===== src/shared/wiper_host_pkg.sv =====
// Summary of operation
// Select driven to low level starts a standard step command, store optional.
// Extra-high select starts a high-voltage command that always stores the wiper.
// An undriven select line rests at idle high and starts nothing.
// With select idle the device ignores the up/down line entirely.
// Increment moves one position toward terminal A, decrement toward terminal B.
// Wiper code is six bits: 0x3f is terminal A, 0x00 terminal B.
// Sixty-four positions exist, every code from zero to 63 valid.
// Up/down level at select falling edge latches direction; set before edge.
// Each up/down rising edge steps once; controller makes one edge per step.
// Wiper saturates at both ends and never wraps.
// Up/down level at select rising edge decides the nonvolatile store.
// When locked, standard commands neither step nor store the wiper.
// Lock changes only through high-voltage commands at the extra-high select level.
// When locked, high-voltage commands still step the wiper.
// High-voltage commands use the same edge sequence plus the lock update.
// At power-up the wiper is recalled from nonvolatile memory.
// Interface is idle only with select idle and no write pending.
// High-voltage set has increment, decrement, store-only, each locking or unlocking.
// The device gives no readback of the wiper code.
// Up/down high at fall means increment; high at rise requests a store.
// During a nonvolatile write the device ignores all pin activity.
// Three-level select is modelled as separate low-level and extra-high digital signals.
package wiper_host_pkg;

  // ----------------------------------------
  // Wiper code
  // ----------------------------------------
  localparam int WIPER_W = 6;
  localparam logic [5:0] WIPER_TOP = 6'h3f;
  localparam logic [5:0] WIPER_BOTTOM = 6'h00;
  localparam logic [5:0] WIPER_RESET = 6'h1f;

  // ----------------------------------------
  // Timing
  // ----------------------------------------
  localparam int CLK_MHZ = 10;
  localparam int T_EDGE_NS = 1000;
  localparam int TIMER_W = 20;
  localparam logic [19:0] EDGE_CYCLES = 20'((T_EDGE_NS * CLK_MHZ + 999) / 1000);
  localparam logic [19:0] ONE_CYCLE = 20'h00001;

  // ----------------------------------------
  // Sequencer states
  // ----------------------------------------
  typedef enum logic [2:0] {
    ST_IDLE = 3'h0,
    ST_SETUP = 3'h1,
    ST_SELECT = 3'h3,
    ST_STEP_LOW = 3'h2,
    ST_STEP_HIGH = 3'h6,
    ST_END_SET = 3'h7,
    ST_RELEASE = 3'h5,
    ST_NV_WAIT = 3'h4
  } seq_state_t;

endpackage


===== src/logic/updown_wiper_host.sv =====
`timescale 1ns/1ps
module updown_wiper_host #(
  parameter int T_NVWRITE_NS = 5000000
) (
  input wire logic sys_clk,
  input wire logic nrst,
  input wire logic cmd_valid,
  input wire logic cmd_up,
  input wire logic [wiper_host_pkg::WIPER_W-1:0] cmd_steps,
  input wire logic cmd_store,
  input wire logic cmd_hv,
  input wire logic cmd_lock,
  output logic cmd_ready,
  output logic cmd_done,
  output logic select_low_level,
  output logic hv_select_level,
  output logic updown,
  output logic [wiper_host_pkg::WIPER_W-1:0] wiper_est,
  output logic locked
);
  import wiper_host_pkg::*;

  localparam int NV_CYCLES_INT = (T_NVWRITE_NS * CLK_MHZ + 999) / 1000;
  localparam logic [19:0] NV_CYCLES = 20'(NV_CYCLES_INT);

  // ----------------------------------------
  // Saturating step
  // ----------------------------------------
  function automatic logic [5:0] sat_step(input logic [5:0] code, input logic up);
    logic [5:0] r;
    r = code;
    if (up && code != WIPER_TOP)
    begin
      r = code + 6'h01;
    end
    else if (!up && code != WIPER_BOTTOM)
    begin
      r = code - 6'h01;
    end
    return r;
  endfunction

  seq_state_t state_reg, state_next;
  logic [19:0] timer_reg, timer_next;
  logic [5:0] steps_reg, steps_next;
  logic up_reg, up_next;
  logic final_reg, final_next;
  logic hv_reg, hv_next;
  logic store_reg, store_next;
  logic ready_reg, ready_next;
  logic done_reg, done_next;
  logic sel_low_reg, sel_low_next;
  logic sel_hv_reg, sel_hv_next;
  logic ud_reg, ud_next;
  logic [5:0] wiper_reg, wiper_next;
  logic locked_reg, locked_next;
  logic expired;
  logic sel_any;

  assign expired = (timer_reg <= ONE_CYCLE);
  assign sel_any = sel_low_reg | sel_hv_reg;

  // ----------------------------------------
  // Command sequencer
  // ----------------------------------------
  always_comb
  begin
    state_next = state_reg;
    timer_next = expired ? timer_reg : timer_reg - ONE_CYCLE;
    steps_next = steps_reg;
    up_next = up_reg;
    final_next = final_reg;
    hv_next = hv_reg;
    store_next = store_reg;
    ready_next = ready_reg;
    done_next = 1'b0;
    sel_low_next = sel_low_reg;
    sel_hv_next = sel_hv_reg;
    ud_next = ud_reg;
    wiper_next = wiper_reg;
    locked_next = locked_reg;
    case (state_reg)
      ST_IDLE:
      begin
        if (cmd_valid)
        begin
          up_next = cmd_up;
          steps_next = cmd_steps;
          hv_next = cmd_hv;
          store_next = cmd_hv | cmd_store;
          final_next = cmd_hv ? cmd_lock : cmd_store;
          // With no steps, the line already sits at its end level so no stray edge appears
          ud_next = (cmd_steps == 6'h00) ? (cmd_hv ? cmd_lock : cmd_store) : cmd_up;
          ready_next = 1'b0;
          timer_next = EDGE_CYCLES;
          state_next = ST_SETUP;
        end
      end
      ST_SETUP:
      begin
        if (expired)
        begin
          sel_hv_next = hv_reg;
          sel_low_next = !hv_reg;
          timer_next = EDGE_CYCLES;
          state_next = ST_SELECT;
        end
      end
      ST_SELECT, ST_STEP_HIGH:
      begin
        if (expired)
        begin
          timer_next = EDGE_CYCLES;
          if (steps_reg != 6'h00)
          begin
            ud_next = 1'b0;
            state_next = ST_STEP_LOW;
          end
          else
          begin
            ud_next = final_reg;
            state_next = ST_END_SET;
          end
        end
      end
      ST_STEP_LOW:
      begin
        if (expired)
        begin
          ud_next = 1'b1;
          steps_next = steps_reg - 6'h01;
          if (hv_reg || !locked_reg)
          begin
            wiper_next = sat_step(wiper_reg, up_reg);
          end
          timer_next = EDGE_CYCLES;
          state_next = ST_STEP_HIGH;
        end
      end
      ST_END_SET:
      begin
        if (expired)
        begin
          sel_low_next = 1'b0;
          sel_hv_next = 1'b0;
          if (hv_reg)
          begin
            locked_next = final_reg;
          end
          timer_next = EDGE_CYCLES;
          state_next = ST_RELEASE;
        end
      end
      ST_RELEASE:
      begin
        if (expired)
        begin
          timer_next = (store_reg && (hv_reg || !locked_reg)) ? NV_CYCLES : ONE_CYCLE;
          state_next = ST_NV_WAIT;
        end
      end
      ST_NV_WAIT:
      begin
        if (expired)
        begin
          ud_next = 1'b0;
          ready_next = 1'b1;
          done_next = 1'b1;
          state_next = ST_IDLE;
        end
      end
      default:
      begin
        state_next = ST_IDLE;
        sel_low_next = 1'b0;
        sel_hv_next = 1'b0;
        ready_next = 1'b1;
      end
    endcase
  end

  always_ff @(posedge sys_clk)
  begin
    if (!nrst)
    begin
      state_reg <= ST_IDLE;
      timer_reg <= 20'h00000;
      steps_reg <= 6'h00;
      up_reg <= 1'b0;
      final_reg <= 1'b0;
      hv_reg <= 1'b0;
      store_reg <= 1'b0;
      ready_reg <= 1'b1;
      done_reg <= 1'b0;
      sel_low_reg <= 1'b0;
      sel_hv_reg <= 1'b0;
      ud_reg <= 1'b0;
      wiper_reg <= WIPER_RESET;
      locked_reg <= 1'b0;
    end
    else
    begin
      state_reg <= state_next;
      timer_reg <= timer_next;
      steps_reg <= steps_next;
      up_reg <= up_next;
      final_reg <= final_next;
      hv_reg <= hv_next;
      store_reg <= store_next;
      ready_reg <= ready_next;
      done_reg <= done_next;
      sel_low_reg <= sel_low_next;
      sel_hv_reg <= sel_hv_next;
      ud_reg <= ud_next;
      wiper_reg <= wiper_next;
      locked_reg <= locked_next;
    end
  end

  assign cmd_ready = ready_reg;
  assign cmd_done = done_reg;
  assign select_low_level = sel_low_reg;
  assign hv_select_level = sel_hv_reg;
  assign updown = ud_reg;
  assign wiper_est = wiper_reg;
  assign locked = locked_reg;
endmodule


===== config.mk =====
export PLATFORM = sky130hd
export DESIGN_NAME = updown_wiper_host
export DESIGN_NICKNAME = d
export VERILOG_FILES = /design/src/shared/wiper_host_pkg.sv /design/src/logic/updown_wiper_host.sv
export SDC_FILE = /design/constraint.sdc
export NUM_CORES = 1
export LEC_CHECK = 0
export BUFFER_PORTS_ARGS = -buffer_cell sky130_fd_sc_hd__buf_2
export CORE_ASPECT_RATIO = 1.25
export CORE_MARGIN = 10
export CORE_UTILIZATION = 60
export CTS_BUF_LIST = sky130_fd_sc_hd__clkbuf_4 sky130_fd_sc_hd__clkbuf_8
export DETAILED_ROUTE_END_ITERATION = 6
export HOLD_SLACK_MARGIN = 0.1
export PLACE_DENSITY_LB_ADDON = 0.05
export SYNTH_ARGS = -nofsm -noshare
export SYNTH_HDL_FRONTEND = slang
export SYNTH_SLANG_ARGS = --single-unit

===== constraint.sdc =====
create_clock -name sys_clk -period 2.7 [get_ports sys_clk]
set_input_delay 0 -clock sys_clk [delete_from_list [all_inputs] [get_ports sys_clk]]
set_output_delay 0 -clock sys_clk [all_outputs]
set_load 0.02 [all_outputs]

==> qor.yml, run 1 <==
hold_class: "input pin to register"
wire_per_inst_um: 15.8
cts_buffer_depth: 2
rsz0062_at_grt: "false"
netlist_instances: 320
skew_ns: 0.00884
worstMarginPinSlew_ns: 0.743
setup_violations: 0
seq_area_frac_synth_pct: 34.3
die_x_um: 79.1
grtUsageTotal_pct: 17.8
place.gp.congestion: 0.874
start_util_pct: 63.0
slew_headroom_pct: 50.0
layout-drive-gt1-share_pct: 14.7
fmax_mhz: 406
vdd_drop_max_v: 0.00103
worst_ep_arrival_time_ns: 2.63
core_um2: 4160
endpoint_kind: "register"
syn2layout_area_growth_pct: 14.7
synth.yosys.warnings: 0
synth.top_cell.area_share_pct: 34.3
crit_fanout: 8
clkLatencyLatePin_ns: 0.29
outcome: "completed"
diodes: 0
root_buffer: "clkbuf_8"
total_power_mw: 3.81
dieArea_um2: 7430
fp-row-count: 26
synth_cell_types: 57
grt_first_pass_wirelength_um: 11300
grt_max_degree: 21
syn_area_um2: 2620
wl_um: 6470
finalSetupTns_ns: 0
drv_slew: 0
synth_largest_area_cell: "dfxtp_1"
antenna_found_initial: 0
synth.avg_cell_area_um2: 8.20
p_leak_nw: 1.14
synth_top_flop_cell: "dfxtp_1"
fin_cells: 409
synth_commonest_cells: "dfxtp_1 (45), nor2_1 (37), a21oi_1 (24)"
ys_async_sr_fraction_pct: 0
p_per_area_nw_per_um2: 1270
htreeDepth: 2
largest_reg_flops: 20
route.vias.total: 2520
finalHoldViolCount: 0
crit_type: "register to register"
clk_pin_slew_worst_paths_ns: 0.08
synth_edf_count: 0
dp_hpwl_um: 4800
required_ns: 2.87
dp.cells: 390
detail_route.vias_per_cell: 6.16
numCtsBuffers: 5
drc: 0
antenna_left: 0
grt_pass1_vias: 2579
synthTopCellsByArea: "dfxtp_1 (34%), nor2_1 (5.3%), a21oi_1 (4.6%)"
drtIter0Drc: 123
grt_overflow: 0
die_y_um: 93.9
min_period_ns: 2.46
synth_most_common_cell: "dfxtp_1"
drt_pass1_iterations: 4
pin_count: 25
portBuffers: 24
clock_sinks: 45
start_kind: "register"
syn_nets: 341
final_net_count: 373
drv_cap: 0
synth.ff_latch_count: 45
period_share_pct: 91.1
cts_tree: "built"
-- cells in the final DEF, fill, tap and decap left out, drive strengths merged, types with 8 or more instances in the layout --
cell         count
or4              8
nor4             9
inv              9
nor2            39
o21ai           19
a21oi           24
nand3           11
dfxtp           45
xnor2            9
nor3            12
nand2           16
a211oi           8
buf             31
dlygate4sd3     11
-- cell families (layout without fill, tap and decap cells) --
kind of cell    count (synthesis)  count (layout)  share of synthesized area (%)
compound gates                 92              92                           23.2
xor+xnor                       16              16                           5.34
fa+ha+maj                       8               8                           4.10
buf+inv                        27              60                           4.05
flops                          45              45                           34.3
mux                             5               5                           1.96
simple gates                  127             127                           27.0
-- final cells by class --
class / instances / area [um2]
Clock buffer: 7 / 96.3
Clock inverter: 1 / 5.00
Fill cell: 362 / 1150
Inverter: 10 / 37.5
Multi-Input combinational cell: 248 / 1620
Sequential cell: 45 / 901
Tap cell: 56 / 70.1
Timing Repair Buffer: 42 / 283
-- what timing repair did --
action | CTS | global route
gates resized for setup | 0 | 1
endpoints found under the setup margin | 0 | 1
hold endpoints to repair | 14 | 0
setup buffers | 0 | 0
hold buffers | 11 | 0
-- through the flow --
| step | util (%) | hold slack [ns] | worst slack [ns] | cell area (um2) |
|---|---|---|---|---|
| 3_3_place_gp | 67.2 | 0.281 | 0.242 | 2800 |
| 5_1_grt | 72.3 | 0.182 | 0.0719 | 3010 |
| 2_1_floorplan | - | 0.136 | 0.133 | 2620 |
| 4_1_cts | 72.3 | 0.118 | 0.0531 | 3010 |
| 6_report | 72.3 | 0.115 | 0.240 | 3010 |
| 3_5_place_dp | 67.2 | 0.284 | 0.0669 | 2800 |
-- layer usage --
| layer | wire length (um) | track usage, % | share of wire [%] | up-vias |
|---|---|---|---|---|
| li1 | - | - | - | 1268 |
| met1 | 2640 | 19.0 | 41 | 1192 |
| met2 | 3480 | 33.2 | 54 | 49 |
| met3 | 244 | 3.45 | 3.8 | 11 |
| met4 | 110 | 6.44 | 1.7 | 0 |
| met5 | 0 | 0 | 0 | - |
-- path summary, 6_finish.rpt --
check             depth (start not counted)  slack (ns)                       from                         to
setup reg to reg                          8        0.24  wiper_est[0]$_SDFFE_PN1P_  wiper_est[5]$_SDFFE_PN0P_
hold reg to reg                           2        0.49     store_reg$_SDFFE_PN0P_     store_reg$_SDFFE_PN0P_
setup / recovery                          8        0.24  wiper_est[0]$_SDFFE_PN1P_  wiper_est[5]$_SDFFE_PN0P_
hold / removal                            3        0.12                   cmd_lock     final_reg$_SDFFE_PN0P_
-- power breakdown --
group	internal, mW	total, mW	leakage, nW	switching (mW)
Sequential	0.870	1.10	0.368	0.229
Clock	0.231	0.444	0.0542	0.213
Combinational	0.890	2.27	0.718	1.38
Total	1.99	3.81	1.14	1.82
-- worst max-delay path, cell delays in order (launching register included) --
cell	delay, ns
dfxtp_1	0.48
nand4_1	0.16
o21ai_1	0.37
ha_1	0.33
a211oi_1	0.24
o21bai_1	0.12
a21oi_1	0.28
mux2i_1	0.23
o2111ai_1	0.14
Note: power is estimated with default switching activity, not from simulation.
==> inputs of run 2 (changes only) <==
--- a/config.mk
+++ b/config.mk
@@ -5,7 +5,7 @@
 export SDC_FILE = /design/constraint.sdc
 export NUM_CORES = 1
 export LEC_CHECK = 0
-export BUFFER_PORTS_ARGS = -buffer_cell sky130_fd_sc_hd__buf_2
+export BUFFER_PORTS_ARGS = -buffer_cell sky130_fd_sc_hd__buf_4
 export CORE_ASPECT_RATIO = 1.25
 export CORE_MARGIN = 10
 export CORE_UTILIZATION = 60
==> run 2 against run 1 <==
  * Combinational power rose by 2%
  * Power rose by 0.74%
  * Design area rose by 1.9%
  * Routed wire length rose by 0.77%
  * Setup slack got worse by 0.072 ns
  * Sequential share of layout area fell by 0.55 points
  * Critical endpoint unchanged
==> qor.yml, run 2 (synthesis results as in run 1) <==
crit_type: "register to register"
seq_power_share_pct: 28.7  # about the same
post_cts_resized: 0  # unchanged
layout-drive-gt1-share_pct: 14.7  # unchanged
clk_pin_slew_worst_paths_ns: 0.08  # about the same
htreeDepth: 2  # unchanged
total_power_mw: 3.84  # +0.74%
fmax_mhz: 395  # -2.8%
wire_per_inst_um: 15.9  # +0.77%
largest_reg_flops: 20  # unchanged
dp.cells: 391  # +0.26%
drv_cap: 0  # unchanged
dp_hpwl_um: 4810  # +0.24%
whs_path_depth: 3  # unchanged
place.gp.congestion: 0.893  # +2.2%
route.vias.total: 2515  # -0.20%
grtUsageTotal_pct: 17.8  # +0.027 points
gr-max-usage-layer: "met2"
start_util_pct: 63.0  # unchanged
antenna_left: 0  # unchanged
share_comb_of_total_power_pct: 60.1  # +0.6 points
rr_worst_depth: 8  # unchanged
diodes: 0  # unchanged
vdd_drop_max_v: 0.00114  # +11%
syn2layout_area_growth_pct: 16.8
clock_sinks: 45  # unchanged
hold_class: "input pin to register"
power.internal_mw: 2.00  # +0.27%
core_um2: 4160  # unchanged
hold_path_end: "final_reg$_SDFFE_PN0P_"
grt_first_pass_wirelength_um: 10900  # -3.6%
outcome: "completed"
use_met3_pct: 3.45  # unchanged
die_x_um: 79.1  # unchanged
timing.hold.ws_ns: 0.137  # +0.0225 ns
skew_ns: 0.00766  # -0.00118 ns
worstMarginPinSlew_ns: 0.783  # +0.0395 ns
place_ws_ns: 0.224  # +0.157 ns
use_met1_pct: 18.8  # -0.20 points
rsz0062_at_grt: "false"
layout_commonest_cell: "dfxtp_1"
slew_headroom_pct: 47.3  # -2.7 points
start_kind: "register"
grt_overflow: 0  # unchanged
finalSetupTns_ns: 0  # unchanged
root_buffer: "clkbuf_8"
endpoint_kind: "register"
met2_usage_pct: 33.1  # -0.14 points
clkPwrFrac_pct: 11.2  # -0.5 points
postCtsSetupBuffers: 0  # unchanged
cts_buffer_depth: 2  # unchanged
p_switching_mw: 1.85  # +1.3%
worstReg2RegEnd: "wiper_est[5]$_SDFFE_PN0P_"
crit_fanout: 6  # -2
critPathMaxStageDelay_ns: 0.53  # +0.05 ns
finalHoldViolCount: 0  # unchanged
path_cells: "nand4_1 -> o21ai_0 -> ha_1 -> a211oi_1 -> o21bai_1 -> a21oi_1 -> mux2i_1 -> o2111ai_1"
antenna_found_initial: 0  # unchanged
required_ns: 2.87  # about the same
wl_um: 6520  # +0.77%
drv_slew: 0  # unchanged
detail_route.vias_per_cell: 6.15  # -0.20%
pin_count: 25  # unchanged
worst_ep_arrival_time_ns: 2.70  # +0.07 ns
setup_violations: 0  # unchanged
post_dp_cell_area_um2: 2870  # +2.4%
p_leak_nw: 1.16  # +1.6%
final_net_count: 374  # +0.27%
min_period_ns: 2.53  # +0.0717 ns
crit_slowest_cell: "o21ai_0"
swShare_pct: 48.0  # +0.24 points
die_y_um: 93.9  # unchanged
p_per_area_nw_per_um2: 1250  # -1.1%
period_share_pct: 93.8  # +2.7 points
clkLatencyLatePin_ns: 0.30  # about the same
r2r_start: "wiper_est[5]$_SDFFE_PN0P_"
final_cell_mix: "dfxtp_1 (45), nor2_1 (37), buf_4 (32), a21oi_1 (24)"
grt_max_degree: 21  # unchanged
r2r_slack_ns: 0.17  # -0.07 ns
fin_cells: 409  # unchanged
post-route-worst-setup-slack_ns: 0.168  # -0.0717 ns
hp-start: "cmd_lock"
drtIter0Drc: 104  # -15%
cts_tree: "built"
drc: 0  # unchanged
final_util_pct: 73.6  # +1.4 points
grt_pass1_vias: 2387  # -7.4%
fp-row-count: 26  # unchanged
drt_pass1_iterations: 4  # unchanged
numCtsBuffers: 5  # unchanged
portBuffers: 24  # unchanged
dieArea_um2: 7430  # unchanged
design_area_um2: 3070  # +1.9%
hold_buffers: 11  # unchanged
==> run 2: power groups by stage <==
stage | sequential (mW) | clock (mW) | combinational [mW]
3_3_place_gp | 1.10 | 0 | 2.23
6_report | 1.10 | 0.430 | 2.31
2_1_floorplan | 1.07 | 0 | 1.81
4_1_cts | 1.10 | 0.437 | 2.29
5_1_grt | 1.13 | 0.463 | 2.55
3_5_place_dp | 1.12 | 0 | 2.26
==> run 2: layer usage <==
layer / share of wire [%] / vias to the layer above / wire length (um)
met5: 0 / - / 0
met3: 4.1 / 7 / 267
met2: 52 / 50 / 3410
met4: 1.3 / 0 / 83
li1: - / 1266 / -
met1: 42 / 1192 / 2750
==> run 2: cell type report <==
type                    instances  area, um2
multi-input cells             248       1620
flip-flops and latches         45        901
inverters                      10       37.5
repair buffers                 43        350
well taps                      56       70.1
fillers                       347       1100
clock buffers                   7       90.1
==> run 2: how the worst max path moves through the flow <==
stage                              start                        end  slack (ns)
2_1_floorplan  wiper_est[0]$_SDFFE_PN1P_  wiper_est[5]$_SDFFE_PN0P_        0.13
3_3_place_gp   wiper_est[5]$_SDFFE_PN0P_  wiper_est[5]$_SDFFE_PN0P_        0.36
3_5_place_dp   wiper_est[5]$_SDFFE_PN0P_  wiper_est[5]$_SDFFE_PN0P_        0.22
4_1_cts        wiper_est[5]$_SDFFE_PN0P_  wiper_est[5]$_SDFFE_PN0P_        0.21
5_1_grt        wiper_est[5]$_SDFFE_PN0P_  wiper_est[5]$_SDFFE_PN0P_        0.03
6_report       wiper_est[5]$_SDFFE_PN0P_  wiper_est[5]$_SDFFE_PN0P_        0.17
==> run 2: worst max-delay path, delay by kind of cell, from the launching register on <==
family / cells / cell delay (ns)
AO/OA/AOI/OAI: 5 / 1.27
AND/OR/NAND/NOR: 1 / 0.13
adder cells (fa/ha/maj): 1 / 0.36
multiplexers: 1 / 0.23
flip-flops: 1 / 0.42
